--- src/rtl/spsp_pkg.sv ---
/*
 * Constants for the standalone port status pin block: APB register map,
 * field positions, reset values, mode and charge level encodings.
 * Assumes a 32-bit APB master on the same 50 MHz clock as the block.
 */
`default_nettype none

package spsp_pkg;

    localparam int unsigned SPSP_ADDR_W = 8;

    // Register byte offsets
    localparam logic [7:0] SPSP_CTRL_OFS = 8'h00;
    localparam logic [7:0] SPSP_STATUS_OFS = 8'h04;
    localparam logic [7:0] SPSP_IRQ_STAT_OFS = 8'h08;
    localparam logic [7:0] SPSP_IRQ_CLR_OFS = 8'h0C;
    localparam logic [7:0] SPSP_IRQ_EN_OFS = 8'h10;

    // Standalone operating mode, held in CTRL[1:0]
    typedef enum logic [1:0] {
        SPSP_MODE_OFF = 2'b00,
        SPSP_MODE_DFP = 2'b01,
        SPSP_MODE_UFP = 2'b10,
        SPSP_MODE_BAD = 2'b11
    } spsp_mode_t;

    // Charge level codes
    localparam logic [1:0] SPSP_LVL_USB2 = 2'h0;
    localparam logic [1:0] SPSP_LVL_USB3 = 2'h1;
    localparam logic [1:0] SPSP_LVL_1A5 = 2'h2;
    localparam logic [1:0] SPSP_LVL_3A0 = 2'h3;

    // Interrupt bit positions (status, clear and enable share them)
    localparam int unsigned SPSP_IRQ_W = 3;
    localparam int unsigned SPSP_IRQ_NOTICE = 0;
    localparam int unsigned SPSP_IRQ_LOCAL = 1;
    localparam int unsigned SPSP_IRQ_ORIENT = 2;

    // STATUS field positions
    localparam int unsigned SPSP_ST_ORIENT = 0;
    localparam int unsigned SPSP_ST_ORIENT_VLD = 1;
    localparam int unsigned SPSP_ST_LVL_LSB = 2;
    localparam int unsigned SPSP_ST_PWR_REQ = 4;
    localparam int unsigned SPSP_ST_SW_EN = 5;
    localparam int unsigned SPSP_ST_NOTICE = 6;
    localparam int unsigned SPSP_ST_LOCAL = 7;
    localparam int unsigned SPSP_ST_MODE_LSB = 8;

    // Reset values
    localparam logic [1:0] SPSP_CTRL_RST = 2'h0;
    localparam logic [2:0] SPSP_IRQ_EN_RST = 3'h0;

endpackage : spsp_pkg

`default_nettype wire

--- src/rtl/spsp_port_pins.sv ---
/*
 * Standalone port status pin logic: plug orientation, port power switch
 * drive, charge level capture, overcurrent report and notice, and the
 * alert interrupt, with an APB register slave.
 * Assumes all pin inputs are synchronous to clk_i and that the CC
 * comparator results arrive as ready-made levels.
 */
`default_nettype none

module spsp_port_pins
    import spsp_pkg::*;
(
    // Clock and reset
    input wire logic clk_i,
    input wire logic rst_i,
    // APB slave
    input wire logic psel_i,
    input wire logic penable_i,
    input wire logic pwrite_i,
    input wire logic [SPSP_ADDR_W-1:0] paddr_i,
    input wire logic [31:0] pwdata_i,
    output logic [31:0] prdata_o,
    output logic pready_o,
    output logic pslverr_o,
    // CC comparator results
    input wire logic cc1_sink_term_i,
    input wire logic cc2_sink_term_i,
    input wire logic cc1_above_cc2_i,
    input wire logic cc2_above_cc1_i,
    // Hub side pins
    input wire logic port_power_switch_request_i,
    input wire logic charge_level_sel_lo_i,
    input wire logic charge_level_sel_hi_i,
    input wire logic overcurrent_notice_n_i,
    output logic overcurrent_report_n_o,
    output logic overcurrent_report_oe_o,
    // External power switch
    input wire logic external_power_switch_fault_n_i,
    output logic external_power_switch_en_o,
    // Orientation and charge level
    output logic orientation_o,
    output logic orientation_oe_o,
    output logic [1:0] charge_level_o,
    // Interrupt
    output logic irq_o,
    output logic alert_n_o,
    output logic alert_oe_o
);

    typedef struct packed {
        spsp_mode_t mode;
        logic [SPSP_IRQ_W-1:0] irq_en;
        logic [SPSP_IRQ_W-1:0] irq_stat;
        logic orient;
        logic orient_oe;
        logic cap_done;
        logic [1:0] cap_lvl;
        logic [1:0] lvl_out;
        logic sw_en;
        logic report_oe;
        logic irq;
        logic pready;
        logic pslverr;
        logic [31:0] prdata;
    } spsp_state_t;

    spsp_state_t s_r;
    spsp_state_t s_nxt;

    logic is_dfp;
    logic is_ufp;
    logic notice_act;
    logic local_fault;
    logic acc;
    logic wr_done;
    logic mapped;
    logic [31:0] rd_val;
    logic [SPSP_IRQ_W-1:0] ev;
    logic [SPSP_IRQ_W-1:0] clr;

    assign is_dfp = (s_r.mode == SPSP_MODE_DFP);
    assign is_ufp = (s_r.mode == SPSP_MODE_UFP);
    // Hub-side and switch-side faults only count in DFP mode
    assign notice_act = is_dfp && !overcurrent_notice_n_i;
    assign local_fault = is_dfp && !external_power_switch_fault_n_i;
    assign acc = psel_i && penable_i;
    assign wr_done = acc && s_r.pready && pwrite_i;

    always_comb begin
        unique case (paddr_i)
            SPSP_CTRL_OFS,
            SPSP_STATUS_OFS,
            SPSP_IRQ_STAT_OFS,
            SPSP_IRQ_CLR_OFS,
            SPSP_IRQ_EN_OFS: mapped = 1'b1;
            default: mapped = 1'b0;
        endcase
    end

    always_comb begin
        rd_val = 32'h0000_0000;
        unique case (paddr_i)
            SPSP_CTRL_OFS: rd_val[1:0] = s_r.mode;
            SPSP_STATUS_OFS: begin
                rd_val[SPSP_ST_ORIENT] = s_r.orient;
                rd_val[SPSP_ST_ORIENT_VLD] = s_r.orient_oe;
                rd_val[SPSP_ST_LVL_LSB +: 2] = s_r.cap_lvl;
                rd_val[SPSP_ST_PWR_REQ] = port_power_switch_request_i;
                rd_val[SPSP_ST_SW_EN] = s_r.sw_en;
                rd_val[SPSP_ST_NOTICE] = notice_act;
                rd_val[SPSP_ST_LOCAL] = local_fault;
                rd_val[SPSP_ST_MODE_LSB +: 2] = s_r.mode;
            end
            SPSP_IRQ_STAT_OFS: rd_val[SPSP_IRQ_W-1:0] = s_r.irq_stat;
            SPSP_IRQ_EN_OFS: rd_val[SPSP_IRQ_W-1:0] = s_r.irq_en;
            // Clear register is write-only and reads as zero
            default: rd_val = 32'h0000_0000;
        endcase
    end

    always_comb begin
        s_nxt = s_r;

        // APB: one wait state, then the write lands at the pready edge
        if (acc && !s_r.pready) begin
            s_nxt.pready = 1'b1;
            s_nxt.pslverr = !mapped;
            s_nxt.prdata = (pwrite_i || !mapped) ? 32'h0000_0000 : rd_val;
        end else begin
            s_nxt.pready = 1'b0;
            s_nxt.pslverr = 1'b0;
        end

        clr = '0;
        if (wr_done && mapped) begin
            unique case (paddr_i)
                SPSP_CTRL_OFS: begin
                    s_nxt.mode = spsp_mode_t'(pwdata_i[1:0]);
                end
                SPSP_IRQ_CLR_OFS: clr = pwdata_i[SPSP_IRQ_W-1:0];
                SPSP_IRQ_EN_OFS: s_nxt.irq_en = pwdata_i[SPSP_IRQ_W-1:0];
                default: s_nxt.irq_en = s_r.irq_en;
            endcase
        end

        // Orientation: hold the last answer while nothing decisive is seen
        if (is_dfp) begin
            if (cc1_sink_term_i && !cc2_sink_term_i) begin
                s_nxt.orient = 1'b0;
            end else if (cc2_sink_term_i && !cc1_sink_term_i) begin
                s_nxt.orient = 1'b1;
            end
        end else if (is_ufp) begin
            if (cc1_above_cc2_i && !cc2_above_cc1_i) begin
                s_nxt.orient = 1'b0;
            end else if (cc2_above_cc1_i && !cc1_above_cc2_i) begin
                s_nxt.orient = 1'b1;
            end
        end
        s_nxt.orient_oe = is_dfp || is_ufp;

        // Charge level is caught on the first edge after reset release only
        if (!s_r.cap_done) begin
            s_nxt.cap_done = 1'b1;
            s_nxt.cap_lvl = {charge_level_sel_hi_i, charge_level_sel_lo_i};
        end
        // Codes map one to one onto SPSP_LVL_USB2 .. SPSP_LVL_3A0
        s_nxt.lvl_out = is_dfp ? s_r.cap_lvl : SPSP_LVL_USB2;

        // A local switch fault drops port power until the fault clears
        s_nxt.sw_en = is_dfp && port_power_switch_request_i
            && !local_fault;
        s_nxt.report_oe = local_fault;

        ev = '0;
        ev[SPSP_IRQ_NOTICE] = notice_act;
        ev[SPSP_IRQ_LOCAL] = local_fault;
        ev[SPSP_IRQ_ORIENT] = s_r.orient_oe && (s_nxt.orient != s_r.orient);
        // A new event wins over a clear in the same cycle
        s_nxt.irq_stat = (s_r.irq_stat & ~clr) | ev;
        s_nxt.irq = |(s_nxt.irq_stat & s_nxt.irq_en);
    end

    always_ff @(posedge clk_i or posedge rst_i) begin
        if (rst_i) begin
            s_r <= '0;
            s_r.mode <= spsp_mode_t'(SPSP_CTRL_RST);
            s_r.irq_en <= SPSP_IRQ_EN_RST;
        end else begin
            s_r <= s_nxt;
        end
    end

    assign prdata_o = s_r.prdata;
    assign pready_o = s_r.pready;
    assign pslverr_o = s_r.pslverr;
    assign orientation_o = s_r.orient;
    assign orientation_oe_o = s_r.orient_oe;
    assign charge_level_o = s_r.lvl_out;
    assign external_power_switch_en_o = s_r.sw_en;
    // Open-drain pins: value is always low, the enable does the work
    assign overcurrent_report_n_o = 1'b0;
    assign overcurrent_report_oe_o = s_r.report_oe;
    assign irq_o = s_r.irq;
    assign alert_n_o = 1'b0;
    assign alert_oe_o = s_r.irq;
endmodule : spsp_port_pins

`default_nettype wire

--- config.mk ---
export PLATFORM = sky130hd
export DESIGN_NAME = spsp_port_pins
export DESIGN_NICKNAME = d
export VERILOG_FILES = /design/src/rtl/spsp_pkg.sv /design/src/rtl/spsp_port_pins.sv
export SDC_FILE = /design/constraint.sdc
export NUM_CORES = 1
export LEC_CHECK = 0
export BUFFER_PORTS_ARGS = -buffer_cell sky130_fd_sc_hd__buf_2
export CORE_UTILIZATION = 44
export CTS_CLUSTER_DIAMETER = 80
export DETAILED_ROUTE_END_ITERATION = 10
export GPL_ROUTABILITY_DRIVEN = 0
export GPL_TIMING_DRIVEN = 0
export PLACE_DENSITY = 0.88
export SETUP_SLACK_MARGIN = 0.2
export SLEW_MARGIN = 0
export SYNTH_ARGS = -nofsm -noshare
export SYNTH_HDL_FRONTEND = slang
export SYNTH_SLANG_ARGS = --single-unit
export TNS_END_PERCENT = 10
--- constraint.sdc ---
create_clock -name clk_i -period 2 [get_ports clk_i]
set_clock_uncertainty 0.2 [all_clocks]
set_input_delay 0.3 -clock clk_i [delete_from_list [all_inputs] [get_ports clk_i]]
set_output_delay 0.3 -clock clk_i [all_outputs]
set_load 0.01 [all_outputs]
==> results.json <==
{
  "p_seq_share_pct": 45.8,
  "hp-class": "input port to register",
  "critPathRequiredTime_ps": 1960,
  "grt_pass1_wl_um": 5380,
  "cp.arrival_ps": 1760,
  "synth-adder-area-share_pct": 1.48,
  "die_area_um2": 4090,
  "power_density_nw_per_um2": 608,
  "finalCritPeriodShare_pct": 90.0,
  "synth-edff-count": 0,
  "chipWidth_um": 64.0,
  "total_leakage_power_nw": 1.26,
  "reg2reg_setup_slack_ps": 200,
  "max_slew_margin_pct": 28.7,
  "power.share.clock_pct": 42.5,
  "max_freq_mhz": 556,
  "layout-drive-gt1-share_pct": 43.3,
  "final_antenna_net_count": 0,
  "cts_max_level": 2,
  "total_power_mw": 1.36,
  "syn_area_per_cell_um2": 9.89,
  "tightest_slew_ps": 1070,
  "firstDrtPassIters": 4,
  "grt_antenna_before_repair": 0,
  "syn-cell-area_um2": 1690,
  "yosysUniqueCellTypes": 39,
  "cp-end-kind": "register",
  "regArea_um2": 751,
  "cts_tree": "yes",
  "ir_worst_vdd_v": 0.000288,
  "r2r_start": "pready_o",
  "r2r-end": "alert_oe_o",
  "worst_skew_pair.late_latency_ps": 280,
  "switching_share_pct": 22.2,
  "rsz0062_at_grt": "yes",
  "row_count": 22,
  "io_buffers": 43,
  "final_cell_area_um2": 2240,
  "cts-root-buf": "clkbuf_8",
  "holdPathStages": 2,
  "p_comb_share_pct": 11.7,
  "via_per_inst": 4.56,
  "initial_core_util_pct": 46.2,
  "min_to": "overcurrent_report_oe_o",
  "reg2reg_depth": 5,
  "clk_pin_slew_ps": 60,
  "maxCapViolations": 0,
  "placedInstanceArea_um2": 2050,
  "finalSetupTns_ps": 0,
  "synthCells": 171,
  "dr_total_vias": 1369,
  "synth_compound_area_share_pct": 13.2,
  "ctsHoldBuffers": 0,
  "num_antenna_cells": 0,
  "path_class": "register to register",
  "numCtsBuffers": 5,
  "num-fill-cells": 309,
  "synth-simple-area-share_pct": 14.3,
  "cp_max_fo": 5,
  "multiInputGateArea_um2": 712,
  "drt_iter0_drc": 21,
  "nets": 307,
  "run_status": "finished, final reports clean",
  "grt_pass1_vias": 1191,
  "ys_ff_latch": 30,
  "drcViolationCount": 0,
  "synth_top_family_by_area": "buffers and inverters",
  "holdCritStartpoint": "external_power_switch_fault_n_i",
  "track_usage_pct": 17.5,
  "routedWlPerCell_um": 11.0,
  "area_growth_pct": 32.8,
  "num_io_pins": 98,
  "final-hold-violation-count": 0,
  "async_reset_ff_share_pct": 100,
  "clk_path_buf_depth": 2,
  "slew_violations": 0,
  "startpoint_type": "register",
  "core_um2": 3660,
  "routed_wl_um": 3290,
  "clkSinkCount": 30,
  "synth_flop_cell": "dfrtp_1",
  "p_int_mw": 1.06,
  "yosysSeqAreaShare_pct": 44.4,
  "layout_min_cycle_time_ps": 1800,
  "setup-violations-final": 0,
  "holdWs_ps": 13.0,
  "final_cell_mix": "buf_4, buf_2, dfrtp_1, conb_1, nand2_1",
  "synth.yosys.warnings": 0,
  "synthMuxAreaShare_pct": 5.40,
  "power.switching_mw": 0.303,
  "dp_hpwl_um": 2450,
  "grt_overflow": 0,
  "final_common_cell": "buf_4",
  "die-height_um": 64.0,
  "grt_max_degree": 31,
  "synth_xor_area_share_pct": 0.518
}
[final cells by class]
class / count / area share (%)
Buffer: 43 / 14.0
Clock inverter: 1 / 1.34
Multi-Input combinational cell: 112 / 31.7
Tap cell: 48 / 2.68
Clock buffer: 7 / 3.40
Timing Repair Buffer: 50 / 11.9
Inverter: 9 / 1.51
Sequential cell: 30 / 33.4
[metrics by stage]
stage | cells | utilization (%) | setup WS (ps)
2_1_floorplan | 194 | - | 216
3_3_place_gp | 285 | 56.1 | -31.9
3_5_place_dp | 285 | 56.1 | -49.9
4_1_cts | 294 | 59.6 | 160
5_1_grt | 300 | 61.3 | 131
6_report | 300 | 61.3 | 201
[logic make-up (layout without fill, tap and decap cells)]
logic type | after synthesis | count (layout)
buffers and inverters | 52 | 110
and+or+nand+nor | 43 | 43
AOI/OAI and AO/OA | 33 | 33
DFF | 30 | 30
muxes | 8 | 8
adders and majority gates | 2 | 2
other | 2 | 25
xor gates and xnor gates | 1 | 1
[synth_stat cells, drive strengths merged, types with 2 or more instances]
| library cell | count | area share, % |
|---|---|---|
| o21ai | 10 | 3.0 |
| nand3b | 2 | 0.89 |
| mux2i | 2 | 1.2 |
| inv | 9 | 2.0 |
| nand2 | 13 | 2.9 |
| a22o | 8 | 4.1 |
| nor3 | 2 | 0.89 |
| ha | 2 | 1.5 |
| and2 | 2 | 0.74 |
| conb | 2 | 0.44 |
| a21oi | 6 | 1.8 |
| nand3 | 6 | 1.8 |
| nor2 | 9 | 2.0 |
| dfrtp | 30 | 44 |
| mux2 | 6 | 4.2 |
| buf | 39 | 17 |
| nand2b | 2 | 0.74 |
| clkbuf | 4 | 0.89 |
[repair_timing]
action | in CTS | in global routing
pin swaps | 1 | 2
resized for setup | 3 | 8
buffers inserted | 1 | 6
endpoints found under the setup margin | 3 | 8
[registers in the layout, indices dropped and copies added, names as in the netlist]
register	flops
alert_oe_o	1
charge_level_o	2
external_power_switch_en_o	1
orientation_o	1
orientation_oe_o	1
overcurrent_report_oe_o	1
prdata_o	10
pready_o	1
pslverr_o	1
s_r	11
[critical path, cell delays in order (launching register included)]
cell      delay (ps)
dfrtp_1          360
and4_4           270
nand4_4          130
mux2_4           330
a21boi_1         130
a221o_1          260
[power by group through the flow]
stage	registers (mW)	logic [mW]	clock network, mW
detailed placement	0.636	0.151	0
CTS	0.625	0.153	0.588
global placement	0.636	0.149	0
finish	0.625	0.160	0.579
global route	0.626	0.177	0.617
floorplan	0.635	0.105	0
[how the worst max path moves through the flow]
stage | from | end | slack [ps] | depth (start not counted)
finish | pready_o | alert_oe_o | 200 | 5
global route | pready_o | alert_oe_o | 130 | 5
CTS | paddr_i[1] | prdata_o[6] | 160 | 5
detailed placement | paddr_i[1] | prdata_o[6] | -50 | 5
global placement | paddr_i[1] | prdata_o[6] | -30 | 5
floorplan | paddr_i[4] | alert_oe_o | 220 | 6
[per-layer routing]
layer  share of wire (%)  vias to the layer above  track usage [%]
met2                  53                       40             30.1
met3                 4.5                        5             4.29
met4                 2.0                        0             7.67
met1                  41                      643             20.6
met5                   0                        -                0
li1                    -                      681                -
Power figures use the tool's default switching activity.
